<file path="src/verilog/sgp_consts.svh">
// Register indices, field positions, reset values and mode codes of the pin control block
`ifndef SGP_CONSTS_SVH
`define SGP_CONSTS_SVH

`define SGP_ADDR_W        8
`define SGP_IDX_CFG12     6'h0E
`define SGP_IDX_CFG3      6'h0F
`define SGP_IDX_CFG56     6'h10
`define SGP_IDX_CTRL      6'h20
`define SGP_IDX_STAT      6'h21

`define SGP_LO_MODE_LSB   0
`define SGP_LO_VAL_BIT    3
`define SGP_HI_MODE_LSB   4
`define SGP_HI_VAL_BIT    7
`define SGP_CFG56_WMASK   8'hBB
`define SGP_CFG3_WMASK    4'hF
`define SGP_CFG_RST       8'h00
`define SGP_CFG3_RST      4'h0
`define SGP_CTRL_PSEL_BIT 0

`define SGP_MODE_OUT      3'h1
`define SGP_MODE_IN       3'h3
`define SGP_MODE_RHOLD    3'h5
`define SGP_MODE_RDFLT    3'h7
`define SGP_LOW_FUNC      2'h0
`define SGP_LOW_HIZ       2'h2
`define SGP_MODE2_OUT     2'h1

`define SGP_RESP_OKAY     2'h0
`define SGP_RESP_SLVERR   2'h2

`endif

</file>
<file path="src/verilog/sgp_pkg.sv">
// Types of the pin control block: bus state machines and the registered state
package sgp_pkg;

	typedef enum logic [1:0] {
		SGP_WR_IDLE = 2'h1,
		SGP_WR_RESP = 2'h2
	} sgp_wr_st_t;

	typedef enum logic [1:0] {
		SGP_RD_IDLE = 2'h1,
		SGP_RD_DATA = 2'h2
	} sgp_rd_st_t;

	typedef struct packed {
		logic [1:0][7:0] cfg12;
		logic [1:0][3:0] cfg3;
		logic [7:0]      cfg56;
		logic            port_sel;
		logic [1:0][2:0] rmt;
		logic [5:0]      rpo;
		logic [5:0]      rpoe;
		logic [1:0]      lpo;
		logic [1:0]      lpoe;
		sgp_wr_st_t      wr_st;
		logic            aw_got;
		logic            w_got;
		logic [5:0]      awidx;
		logic [7:0]      wdata;
		logic            wstrb0;
		logic            awready;
		logic            wready;
		logic            bvalid;
		logic [1:0]      bresp;
		sgp_rd_st_t      rd_st;
		logic            arready;
		logic            rvalid;
		logic [31:0]     rdata;
		logic [1:0]      rresp;
	} sgp_state_t;

endpackage

</file>
<file path="src/verilog/sgp_pin_ctrl.sv">
// Pin configuration, remote pin drive and AXI4-Lite register slave of the link transmitter
`timescale 1ns/1ps
`include "sgp_consts.svh"

module sgp_pin_ctrl
	import sgp_pkg::*;
#(
	parameter int ADDR_W = `SGP_ADDR_W
)
(
	input  wire logic                    aclk,
	input  wire logic                    aresetn,
	input  wire logic                    ce,
	input  wire logic [ADDR_W-1:0]       s_axi_awaddr,
	input  wire logic [2:0]              s_axi_awprot,
	input  wire logic                    s_axi_awvalid,
	output logic                         s_axi_awready,
	input  wire logic [31:0]             s_axi_wdata,
	input  wire logic [3:0]              s_axi_wstrb,
	input  wire logic                    s_axi_wvalid,
	output logic                         s_axi_wready,
	output logic [1:0]                   s_axi_bresp,
	output logic                         s_axi_bvalid,
	input  wire logic                    s_axi_bready,
	input  wire logic [ADDR_W-1:0]       s_axi_araddr,
	input  wire logic [2:0]              s_axi_arprot,
	input  wire logic                    s_axi_arvalid,
	output logic                         s_axi_arready,
	output logic [31:0]                  s_axi_rdata,
	output logic [1:0]                   s_axi_rresp,
	output logic                         s_axi_rvalid,
	input  wire logic                    s_axi_rready,
	input  wire logic [1:0]              link_up,
	input  wire logic                    bc_valid,
	input  wire logic                    bc_port,
	input  wire logic [2:0]              bc_value,
	input  wire logic [5:0]              rpin_i,
	output logic [5:0]                   rpin_o,
	output logic [5:0]                   rpin_oe,
	input  wire logic [1:0]              lpin_i,
	output logic [1:0]                   lpin_o,
	output logic [1:0]                   lpin_oe
);

	sgp_state_t s_ff;
	sgp_state_t nxt_s;
	sgp_state_t rst_s;

	logic [5:0] drv_o;
	logic [5:0] drv_oe;
	logic [1:0] ldrv_o;
	logic [1:0] ldrv_oe;

	// Index decode uses address bits 7:2, so a narrower bus cannot reach the registers
	generate
		if (ADDR_W < `SGP_ADDR_W) begin : g_chk_addr
			$error("sgp_pin_ctrl: ADDR_W below 8 cannot reach every register");
		end
	endgenerate

	// Remote-capable pins: index = port * 3 + pin
	genvar gi;
	generate
		for (gi = 0; gi < 6; gi = gi + 1) begin : g_rpin
			localparam int PORT = gi / 3;
			localparam int PIN  = gi % 3;
			logic [2:0] mode;
			logic       lval;
			logic       rval;
			if (PIN == 0) begin : g_p1
				assign mode = s_ff.cfg12[PORT][`SGP_LO_MODE_LSB+:3];
				assign lval = s_ff.cfg12[PORT][`SGP_LO_VAL_BIT];
			end else if (PIN == 1) begin : g_p2
				assign mode = s_ff.cfg12[PORT][`SGP_HI_MODE_LSB+:3];
				assign lval = s_ff.cfg12[PORT][`SGP_HI_VAL_BIT];
			end else begin : g_p3
				assign mode = s_ff.cfg3[PORT][`SGP_LO_MODE_LSB+:3];
				assign lval = s_ff.cfg3[PORT][`SGP_LO_VAL_BIT];
			end
			assign rval = s_ff.rmt[PORT][PIN];
			always_comb begin
				drv_o[gi]  = 1'b0;
				drv_oe[gi] = 1'b0;
				case (mode)
					`SGP_MODE_OUT: begin
						drv_o[gi]  = lval;
						drv_oe[gi] = 1'b1;
					end
					`SGP_MODE_IN: begin
						drv_oe[gi] = 1'b0;
					end
					`SGP_MODE_RHOLD: begin
						drv_o[gi]  = rval;
						drv_oe[gi] = 1'b1;
					end
					`SGP_MODE_RDFLT: begin
						drv_o[gi]  = link_up[PORT] ? rval : lval;
						drv_oe[gi] = 1'b1;
					end
					default: begin
						// Low bits 00 functional input, 10 high impedance
						drv_oe[gi] = 1'b0;
					end
				endcase
			end
		end
		// Pins five and six: two-bit mode, local value only
		for (gi = 0; gi < 2; gi = gi + 1) begin : g_lpin
			localparam int MLSB = (gi == 0) ? `SGP_LO_MODE_LSB : `SGP_HI_MODE_LSB;
			localparam int VBIT = (gi == 0) ? `SGP_LO_VAL_BIT : `SGP_HI_VAL_BIT;
			always_comb begin
				ldrv_oe[gi] = 1'b0;
				ldrv_o[gi]  = 1'b0;
				case (s_ff.cfg56[MLSB+:2])
					`SGP_MODE2_OUT: begin
						ldrv_oe[gi] = 1'b1;
						ldrv_o[gi]  = s_ff.cfg56[VBIT];
					end
					default: begin
						// Functional input, high impedance or input: not driven
						ldrv_oe[gi] = 1'b0;
					end
				endcase
			end
		end
	endgenerate

	function automatic logic [31:0] rd_word(input sgp_state_t st, input logic [5:0] idx);
		logic p;
		p = st.port_sel;
		rd_word = 32'h0000_0000;
		case (idx)
			`SGP_IDX_CFG12: rd_word = {24'h00_0000, st.cfg12[p]};
			`SGP_IDX_CFG3:  rd_word = {28'h000_0000, st.cfg3[p]};
			`SGP_IDX_CFG56: rd_word = {24'h00_0000, st.cfg56};
			`SGP_IDX_CTRL:  rd_word = {31'h0000_0000, st.port_sel};
			`SGP_IDX_STAT: begin
				// Pin levels, latched remote values and link state
				rd_word = {16'h0000, lpin_i, rpin_i, st.rmt[1], st.rmt[0], link_up};
			end
			default:        rd_word = 32'h0000_0000;
		endcase
	endfunction

	// Mapped indices; anything else answers SLVERR
	function automatic logic idx_hit(input logic [5:0] idx);
		idx_hit = (idx == `SGP_IDX_CFG12) || (idx == `SGP_IDX_CFG3) || (idx == `SGP_IDX_CFG56)
			|| (idx == `SGP_IDX_CTRL) || (idx == `SGP_IDX_STAT);
	endfunction

	always_comb begin
		rst_s          = '0;
		rst_s.cfg12[0] = `SGP_CFG_RST;
		rst_s.cfg12[1] = `SGP_CFG_RST;
		rst_s.cfg3[0]  = `SGP_CFG3_RST;
		rst_s.cfg3[1]  = `SGP_CFG3_RST;
		rst_s.cfg56    = `SGP_CFG_RST;
		rst_s.wr_st    = SGP_WR_IDLE;
		rst_s.rd_st    = SGP_RD_IDLE;
	end

	logic       aw_hs;
	logic       w_hs;
	logic       have_aw;
	logic       have_w;
	logic [5:0] widx;
	logic [7:0] wbyte;
	logic       wen;
	logic       p_sel;

	always_comb begin
		nxt_s   = s_ff;
		aw_hs   = s_axi_awvalid & s_ff.awready;
		w_hs    = s_axi_wvalid & s_ff.wready;
		have_aw = s_ff.aw_got | aw_hs;
		have_w  = s_ff.w_got | w_hs;
		widx    = s_ff.aw_got ? s_ff.awidx : s_axi_awaddr[7:2];
		wbyte   = s_ff.w_got ? s_ff.wdata : s_axi_wdata[7:0];
		wen     = s_ff.w_got ? s_ff.wstrb0 : s_axi_wstrb[0];
		p_sel   = s_ff.port_sel;

		// Write channel: address and data in either order, response after both
		case (s_ff.wr_st)
			SGP_WR_IDLE: begin
				if (aw_hs) begin
					nxt_s.aw_got = 1'b1;
					nxt_s.awidx  = s_axi_awaddr[7:2];
				end
				if (w_hs) begin
					nxt_s.w_got  = 1'b1;
					nxt_s.wdata  = s_axi_wdata[7:0];
					nxt_s.wstrb0 = s_axi_wstrb[0];
				end
				// Each ready drops once its half is held
				nxt_s.awready = ~have_aw;
				nxt_s.wready  = ~have_w;
				if (have_aw && have_w) begin
					nxt_s.aw_got  = 1'b0;
					nxt_s.w_got   = 1'b0;
					nxt_s.awready = 1'b0;
					nxt_s.wready  = 1'b0;
					nxt_s.bvalid  = 1'b1;
					// Unmapped index answers SLVERR and leaves the registers alone
					nxt_s.bresp   = idx_hit(widx) ? `SGP_RESP_OKAY : `SGP_RESP_SLVERR;
					nxt_s.wr_st   = SGP_WR_RESP;
					if (wen) begin
						case (widx)
							`SGP_IDX_CFG12: nxt_s.cfg12[p_sel] = wbyte;
							`SGP_IDX_CFG3:  nxt_s.cfg3[p_sel] = wbyte[3:0] & `SGP_CFG3_WMASK;
							`SGP_IDX_CFG56: nxt_s.cfg56 = wbyte & `SGP_CFG56_WMASK;
							`SGP_IDX_CTRL:  nxt_s.port_sel = wbyte[`SGP_CTRL_PSEL_BIT];
							default: begin
							end
						endcase
					end
				end
			end
			SGP_WR_RESP: begin
				if (s_axi_bready) begin
					nxt_s.bvalid  = 1'b0;
					nxt_s.bresp   = `SGP_RESP_OKAY;
					nxt_s.awready = 1'b1;
					nxt_s.wready  = 1'b1;
					nxt_s.wr_st   = SGP_WR_IDLE;
				end
			end
			default: begin
				nxt_s.wr_st = SGP_WR_IDLE;
			end
		endcase

		// Read channel
		case (s_ff.rd_st)
			SGP_RD_IDLE: begin
				nxt_s.arready = 1'b1;
				if (s_axi_arvalid && s_ff.arready) begin
					nxt_s.arready = 1'b0;
					nxt_s.rvalid  = 1'b1;
					// Data taken from the state before this edge
					nxt_s.rdata   = rd_word(s_ff, s_axi_araddr[7:2]);
					nxt_s.rresp   = idx_hit(s_axi_araddr[7:2]) ? `SGP_RESP_OKAY : `SGP_RESP_SLVERR;
					nxt_s.rd_st   = SGP_RD_DATA;
				end
			end
			SGP_RD_DATA: begin
				if (s_axi_rready) begin
					nxt_s.rvalid  = 1'b0;
					nxt_s.rdata   = 32'h0000_0000;
					nxt_s.rresp   = `SGP_RESP_OKAY;
					nxt_s.arready = 1'b1;
					nxt_s.rd_st   = SGP_RD_IDLE;
				end
			end
			default: begin
				nxt_s.rd_st = SGP_RD_IDLE;
			end
		endcase

		// Remote values latched only from a valid frame on a linked port
		if (bc_valid && link_up[bc_port]) begin
			nxt_s.rmt[bc_port] = bc_value;
		end

		nxt_s.rpo  = drv_o;
		nxt_s.rpoe = drv_oe;
		nxt_s.lpo  = ldrv_o;
		nxt_s.lpoe = ldrv_oe;
	end

	always_ff @(posedge aclk) begin
		// Reset is taken even while ce is low
		if (!aresetn) begin
			s_ff <= rst_s;
		end else if (ce) begin
			s_ff <= nxt_s;
		end
	end

	// Every output comes straight from a register
	assign s_axi_awready = s_ff.awready;
	assign s_axi_wready  = s_ff.wready;
	assign s_axi_bvalid  = s_ff.bvalid;
	assign s_axi_bresp   = s_ff.bresp;
	assign s_axi_arready = s_ff.arready;
	assign s_axi_rvalid  = s_ff.rvalid;
	assign s_axi_rdata   = s_ff.rdata;
	assign s_axi_rresp   = s_ff.rresp;
	assign rpin_o        = s_ff.rpo;
	assign rpin_oe       = s_ff.rpoe;
	assign lpin_o        = s_ff.lpo;
	assign lpin_oe       = s_ff.lpoe;

endmodule

</file>
<file path="config.mk">
export PLATFORM = sky130hd
export DESIGN_NAME = sgp_pin_ctrl
export DESIGN_NICKNAME = d
export VERILOG_FILES = /design/src/verilog/sgp_pkg.sv /design/src/verilog/sgp_pin_ctrl.sv
export VERILOG_INCLUDE_DIRS = /design/src /design/src/verilog
export SDC_FILE = /design/constraint.sdc
export NUM_CORES = 1
export LEC_CHECK = 0
export ABC_CLOCK_PERIOD_IN_PS = 2900
export BUFFER_PORTS_ARGS = -buffer_cell sky130_fd_sc_hd__buf_2
export CELL_PAD_IN_SITES_DETAIL_PLACEMENT = 0
export CELL_PAD_IN_SITES_GLOBAL_PLACEMENT = 1
export CORE_ASPECT_RATIO = 0.5
export CORE_UTILIZATION = 42
export CTS_CLUSTER_DIAMETER = 80
export DETAILED_ROUTE_END_ITERATION = 7
export PLACE_DENSITY = 0.83
export SETUP_SLACK_MARGIN = 0.15
export SKIP_CTS_REPAIR_TIMING = 1
export SLEW_MARGIN = 15
export SYNTH_ARGS = -nofsm -noshare
export SYNTH_HDL_FRONTEND = slang
export SYNTH_SLANG_ARGS = --single-unit
</file>
<file path="constraint.sdc">
create_clock -name aclk -period 2.9 [get_ports aclk]
set_clock_uncertainty 0.1 [all_clocks]
set_input_delay 0.145 -clock aclk [delete_from_list [all_inputs] [get_ports aclk]]
set_output_delay 0.145 -clock aclk [all_outputs]
set_load 0.02 [all_outputs]
</file>
# After elaboration in Yosys (flattened, before gate mapping)
# Index checks and enable logic that the tools add are counted.
[totals]
register_bits = 115
inputBits = 81
[classes]
magnitude_cmp = 4
n_eq_ne = 38
n_mux = 55
n_bitwise = 6
n_reduce_logical = 38
[op_table]
columns = ["cell", "n"]
rows = [
  ["case mux 16 bit (5 select lines)", 1],
  ["two-way mux 38 bit", 2],
  ["case mux 36 bit (2 select lines)", 1],
  ["equality test 3 bit, second input constant", 12],
  ["two-way mux 8 bit", 4],
  ["equality test 6 x 4 -> 1 bit, second input constant", 4],
  ["equality test 6 bit, second input constant", 4],
  ["AND reduction 3 bit", 8],
  ["two-way mux 1 bit", 21],
  ["AND reduction 5 bit", 4],
  ["equality test 3 x 1 -> 1 bit, second input constant", 6],
  ["case mux 1 bit (3 select lines)", 6],
  ["OR reduction 3 bit", 6],
  ["bitwise mux 16 bit", 1],
  ["two-way mux 4 bit", 4],
  ["equality test 6 x 5 -> 1 bit, second input constant", 2],
  ["two-way mux 5 bit", 2],
  ["case mux 5 bit (2 select lines)", 1],
  ["bitwise mux 8 bit", 1],
  ["demux 8 bit (select 1 bit)", 1],
  ["equality test 2 x 1 -> 1 bit, second input constant", 4],
  ["logical OR 1 bit", 8],
  ["inequality test 2 bit, second input constant", 4],
  ["case mux 2 bit (2 select lines)", 2],
  ["16 further kinds", 32],
]

# Longest topological paths before layout
# Gate-level depths: netlist of run 1.
[logic_depth]
depth_word = 9
mapped_depth = 8
ltp_nobuf = 5

# Worst setup path before layout of run 1
# No wires, ideal clock.
[synth_timing]
kind = "register to register"
start = "register s_ff, in the netlist s_axi_awready"
end = "register s_ff, in the netlist g_rpin[3].mode[0]"
arrival_time_ns = 1.757
required_ns = 2.728
path_slack_ns = 0.971
stages_incl_launch_ff = 7
path_cell_list = "dfxtp_1 > a21oi_1 > or4_4 > nor2_2 > and3_1 > buf_6 > mux2i_1"
[synth_via]
elab_chain_cells = 4
[synth_lines]
columns = ["element", "line_no", "text"]
rows = [
  ["from (decl)", "sgp_pin_ctrl.sv:45", "sgp_state_t s_ff;"],
  ["from (signal assigned)", "sgp_pin_ctrl.sv:273", "s_ff <= rst_s;"],
  ["from (signal assigned)", "sgp_pin_ctrl.sv:275", "s_ff <= nxt_s;"],
  ["bitwise AND 1 bit", "sgp_pin_ctrl.sv:173", "aw_hs = s_axi_awvalid & s_ff.awready;"],
  ["OR 1 bit", "sgp_pin_ctrl.sv:175", "have_aw = s_ff.aw_got | aw_hs;"],
  ["logical AND 1 bit", "sgp_pin_ctrl.sv:197", "if (have_aw && have_w) begin"],
  ["AND reduction 5 bit (no line)", "--", ""],
]
# No other way between the ends.
# A chain may end at the register's enable or synchronous reset.

# Final worst setup path of run 1
[layout_timing]
start = "register s_ff[59] (netlist name)"
end = "register s_ff, in the netlist g_rpin[0].mode[1]"
[layout_via]
elab_chain_cells = 3
elab_cells_between_ends = 5
cone_classes = "eq/ne: 1; mux: 1; bitwise: 1; reduce/logical: 2"
[layout_lines]
columns = ["element", "line_no"]
rows = [
  ["two-way mux 6 bit or OR 1 bit (tied branches)", "sgp_pin_ctrl.sv:177, sgp_pin_ctrl.sv:175"],
  ["equality test 6 x 4 -> 1 bit or logical AND 1 bit (tied branches)", "sgp_pin_ctrl.sv:207, sgp_pin_ctrl.sv:197"],
  ["AND reduction 5 bit (no line) (*)", "--"],
]
# Every way passes the cells marked *; elsewhere a longest branch is shown, timed or not.

==> results.yml, run 1 <==
run_status:
  outcome: "complete, but fails checks"
  violations: "negative hold slack"
sta:
  worst_slew_pin_slew_ns: 0.720
  setup_ws_ns: 0.601
  rsz0062_at_grt: "false"
  setup_viol_count_final: 0
  fin_tns_setup_ns: 0
  hold_viol: 16
  whs_ns: -0.0423
  slew_headroom: 0.518
  fmax_mhz: 435
  slew_violations: 0
  period_minus_slack_ns: 2.30
  period_share: 0.793
detailed_routing:
  drt-initial-drc-count: 273
  ant_nets: 0
  avgRoutedWirePerCell_um: 14.5
  drtPass1Iterations: 4
  viasPerCell: 5.04
  drc_errors: 0
  postRouteWirelength_um: 10800
  vias: 3762
clocking:
  clkTransAtPathRegs_ns: 0.07
  cts_buffers: 9
  cts_tree: "built"
  clock_sinks: 97
  clk_latency_ns: 0.35
  root_buffer: "clkbuf_16"
  clock_path_buffers: 2
  htreeDepth: 3
setup_path:
  r2r_start: "s_ff[59]"
  critPathRequiredTime_ns: 3.07
  path_max_fanout: 9
  crit_path_end_kind: "register"
  start_kind: "register"
  crit_path_start: "s_ff[59]"
  arrival_ns: 2.46
  path_class: "register to register"
global_routing:
  track_usage: 0.182
  grt_pass1_wl_um: 17400
  grt_pass1_vias: 3440
  grt_max_degree: 53
  overflow: 0
  antenna_found_initial: 1
pwr:
  p_leak_uw: 0.00217
  peakVddDrop_mv: 0.280
  power.density_nw_per_um2: 493
synthesis:
  synth-seq-cells: 97
  ys_warn_count: 0
  async_flop_share: 0
  syn-cell-area_um2: 4980
  synth-main-ff-cell: "dfxtp_1"
  syn_inst: 540
  seq_area_frac_synth: 0.390
  syn_avg_cell_area_um2: 9.23
  synth-edff-count: 0
  ys_types: 52
hold_path:
  hp-start: "lpin_i[0]"
  hp-class: "input pin to register"
place:
  dp_hpwl_um: 7780
  place_area_um2: 5160
  dp_slack_ns: 0.614
  dpl.cell_count: 720
  gp_congestion: 0.826
  port_buffers: 82
floorplan:
  die_h_um: 79.0
  rows: 27
  die_width_um: 156
  coreArea_um2: 11300
  die_area_um2: 12300
  start_util: 0.442
  ios: 138
finish:
  stdcell_area_um2: 5550
  final_nets: 663
  instances_no_fill: 746
  fin_util: 0.492
  syn_to_final_growth_pct: 11.3
  diodes: 0
  drive_gt1_frac: 0.213
flow_run:
  maxCapViolations: 0
## synth_stat cells, types with 3 or more instances
| library cell | number | area share |
|---|---|---|
| a21boi_0 | 19 | 0.029 |
| a21oi_1 | 7 | 0.0070 |
| a221o_1 | 4 | 0.0080 |
| a22oi_1 | 15 | 0.023 |
| and2_1 | 3 | 0.0038 |
| and3b_1 | 3 | 0.0053 |
| and4b_1 | 3 | 0.0060 |
| buf_2 | 7 | 0.0070 |
| buf_4 | 55 | 0.083 |
| clkbuf_1 | 18 | 0.014 |
| dfxtp_1 | 97 | 0.39 |
| inv_1 | 11 | 0.0083 |
| mux2_2 | 10 | 0.023 |
| mux2i_1 | 62 | 0.12 |
| mux4_2 | 3 | 0.014 |
| nand2_1 | 62 | 0.047 |
| nand2b_1 | 16 | 0.020 |
| nand3_1 | 13 | 0.013 |
| nand3b_1 | 3 | 0.0045 |
| nand4b_1 | 3 | 0.0053 |
| nor2_1 | 9 | 0.0068 |
| nor2b_1 | 47 | 0.059 |
| nor3b_1 | 3 | 0.0045 |
| nor4_1 | 6 | 0.0075 |
| o211ai_1 | 6 | 0.0090 |
| o21ai_0 | 15 | 0.015 |
| o22ai_1 | 4 | 0.0050 |
## flip-flops by register name, indices dropped and copies added (netlist names), 2 cells and up
signal,cells
s_ff,27
g_rpin.mode,18
s_axi_rdata,16
g_rpin.lval,6
g_rpin.rval,6
rpin_o,6
rpin_oe,6
lpin_o,2
lpin_oe,2
## metal layers
metal  part of all wire  vias to the layer above  track usage  wire length, um
met3              0.078                       17       0.0546              846
met2               0.40                      122        0.256             4280
met1               0.51                     1725        0.260             5500
met4              0.015                        2       0.0637              161
li1                   -                     1896            -                -
met5             0.0012                        -            0               13
## layout by cell type, fill, tap and decap left out, types with 4 or more instances in the layout
cell / instances
nor2b_1: 47
nand2b_1: 16
o211ai_1: 6
dlygate4sd3_1: 10
nand3_1: 13
nor2_1: 9
nand2_1: 62
clkbuf_16: 9
mux2_2: 10
conb_1: 18
dfxtp_1: 97
a221o_1: 4
nor4_1: 6
o21ai_0: 15
mux2i_1: 62
a21boi_0: 19
buf_2: 82
a22oi_1: 15
buf_4: 6
o22ai_1: 4
a21oi_1: 7
inv_1: 11
## stage by stage
step	total power, uW	hold slack (ns)
finish	2740	-0.0423
global route	2850	0.00261
CTS	2750	-0.0513
detailed placement	1610	0.312
global placement	1610	0.309
floorplan	1550	0.211
## logic make-up (layout without fill, tap and decap cells)
kind of cell / after synthesis / after routing / synth area share
AO/OA/AOI/OAI: 87 / 87 / 0.126
flip-flops: 97 / 97 / 0.390
AND/OR/NAND/NOR: 185 / 185 / 0.205
multiplexers: 75 / 75 / 0.161
other: 1 / 18 / 0.000752
buffers and inverters: 95 / 125 / 0.118
## final timing paths
kind / end / slack, ns / depth (start not counted)
setup / recovery: g_rpin[0].mode[1] / 0.60 / 5
hold / removal: s_axi_rdata[14] / -0.04 / 3
setup reg to reg: g_rpin[0].mode[1] / 0.60 / 5
hold reg to reg: s_axi_rvalid / 0.36 / 2
## critical path: stages (launching register included)
cell	delay (ns)
dfxtp_1	0.49
a21oi_1	0.14
or4_4	0.57
nor2_2	0.17
nand3b_1	0.44
mux2i_1	0.30
## report_power, final
group	internal, uW	switching, uW	leakage [uW]
Combinational	91.9	134	0.00126
Clock	595	553	0.000131
Sequential	1350	14.6	0.000783
Total	2030	701	0.00217
## layout make-up
cell class	instances	area (um2)
Multi-Input combinational cell	365	2520
Tap cell	159	199
Sequential cell	97	1940
Inverter	11	41.3
Fill cell	1116	5740
Clock inverter	7	60.1
Timing Repair Buffer	98	556
Clock buffer	9	225
Note: power is estimated with default switching activity, not from simulation.
==> run 2: changes to the inputs <==
- ABC_CLOCK_PERIOD_IN_PS: 2900 -> 1900
- CORE_UTILIZATION: 42 -> 35
- PLACE_DENSITY: 0.83 -> 0.74
- clock period: 2.9 -> 1.9 ns (I/O delays scaled with it)
==> run 2 against run 1 <==
Compared with the run above: the run still ends with negative hold slack left; sequential cell count did not move; worst hold slack got worse by 0.018 ns; non-clock buffer count rose by 31; critical path depth rose by 2; routed wire length rose by 6.5%; via count rose by 2.2%.
==> results.yml, run 2 (same netlist as run 1, synthesis figures left out) <==
pwr:
  p_switching_uw: 1080
  peakVddDrop_mv: 0.366
  pwr-share-clk: 0.423
  comb_power_share: 0.093
  p_leak_uw: 0.00234
  internal_power_uw: 3220
  seq_power_share: 0.484
  power.density_nw_per_um2: 719
  p_sw_frac: 0.251
setup_path:
  r2r-end: "g_rpin[3].lval"
  r2r_cells: 7
  r2r_start: "s_ff[59]"
  crit_path_end_kind: "register"
  arrival_ns: 2.02
  start_kind: "register"
  endpoint: "g_rpin[3].lval"
  reg2reg_slack_ns: 0.05
  path_class: "register to register"
  critPathRequiredTime_ns: 2.07
  crit_path_start: "s_ff[59]"
  path_max_fanout: 8
finish:
  regMostFlops: "s_ff"
  final_cell_mix: "91 x dfxtp_1, 82 x buf_2, 62 x nand2_1, 62 x mux2i_1, 47 x nor2b_1"
  diodes: 0
  drive_gt1_frac: 0.254
  largest_reg_flops: 27
  final_nets: 694
  syn_to_final_growth_pct: 19.9
  final_common_cell: "dfxtp_1"
clocking:
  clock_sinks: 97
  clkTransAtPathRegs_ns: 0.07
  clock_path_buffers: 2
  root_buffer: "clkbuf_16"
  cts_buffers: 9
  htreeDepth: 3
  cts_tree: "built"
  clk_latency_ns: 0.35
global_routing:
  overflow: 0
  grt_pass1_vias: 3392
  grt_max_degree: 57
  grt_pass1_wl_um: 17700
  track_usage: 0.156
  antenna_found_initial: 0
floorplan:
  start_util: 0.363
  die_h_um: 86.4
  die_width_um: 171
  ios: 138
  die_area_um2: 14800
  rows: 30
  coreArea_um2: 13700
sta:
  period_minus_slack_ns: 1.85
  fmax_mhz: 542
  setup_viol_count_final: 0
  rsz0062_at_grt: "true"
  setup_ws_ns: 0.0535
  slew_violations: 0
  hold_viol: 5
  worst_slew_pin_slew_ns: 0.507
  slew_headroom: 0.662
  whs_ns: -0.0606
  fin_tns_setup_ns: 0
  period_share: 0.972
place:
  port_buffers: 82
  gp_congestion: 0.858
  dp_slack_ns: 0.0374
  dp_hpwl_um: 8230
detailed_routing:
  ant_nets: 0
  postRouteWirelength_um: 11500
  drc_errors: 0
  drtPass1Iterations: 4
  drt-initial-drc-count: 278
  vias: 3845
  avgRoutedWirePerCell_um: 14.2
  viasPerCell: 4.75
run_status:
  outcome: "complete, but fails checks"
  violations: "negative hold slack"
hold_path:
  hp-class: "input pin to register"
flow_run:
  maxCapViolations: 0
## run 2: worst max-delay path, stage by stage, from the launching register on
cell and delay, ns:
dfxtp_4 0.37, buf_6 0.13, nor4bb_2 0.29, o22ai_1 0.12, buf_4 0.16, nor2_4 0.10, and3_4 0.30, mux2i_1 0.20
## run 2: worst min path at each step
stage | from | to | slack, ns | depth (start not counted)
after floorplan | bc_value[0] | g_rpin[0].rval | 0.16 | 2
after global placement | lpin_i[0] | s_axi_rdata[14] | 0.26 | 3
after detailed placement | rpin_i[3] | s_axi_rdata[11] | 0.26 | 3
after CTS | rpin_i[5] | s_axi_rdata[13] | -0.09 | 3
after global routing | s_axi_wdata[2] | s_ff[46] | 0.0009 | 3
final | s_axi_wdata[1] | s_ff[45] | -0.06 | 3
## run 2: cell type report
| type | instances | area (um2) |
|---|---|---|
| fillers | 1375 | 7760 |
| multi-input cells | 365 | 2580 |
| flip-flops and latches | 97 | 1960 |
| repair buffers | 129 | 857 |
| clock buffers | 10 | 250 |
| well taps | 192 | 240 |
| clock inverters | 6 | 47.5 |
| inverters | 11 | 41.3 |
## run 2: stage by stage
stage               cell area, um2   util  total power [uW]  std cells
global placement              5370  0.391              2480        768
detailed placement            5370  0.391              2480        768
finish                        5970  0.435              4290        810
global route                  5970  0.435              4480        810
floorplan                     5090      -              2380        557
CTS                           5670  0.413              4300        784
## run 2: per-layer routing
layer | up-vias | global-route usage | part of all wire
li1 | 1960 | - | -
met1 | 1768 | 0.217 | 0.52
met2 | 108 | 0.234 | 0.41
met3 | 9 | 0.0479 | 0.060
met4 | 0 | 0.0377 | 0.0083
met5 | - | 0 | 0
## run 2: power groups by stage
stage	combinational (uW)	sequential (uW)	clock, uW
floorplan	247	2130	0
global placement	351	2130	0
detailed placement	353	2130	0
CTS	354	2080	1870
global route	436	2080	1960
finish	399	2080	1810
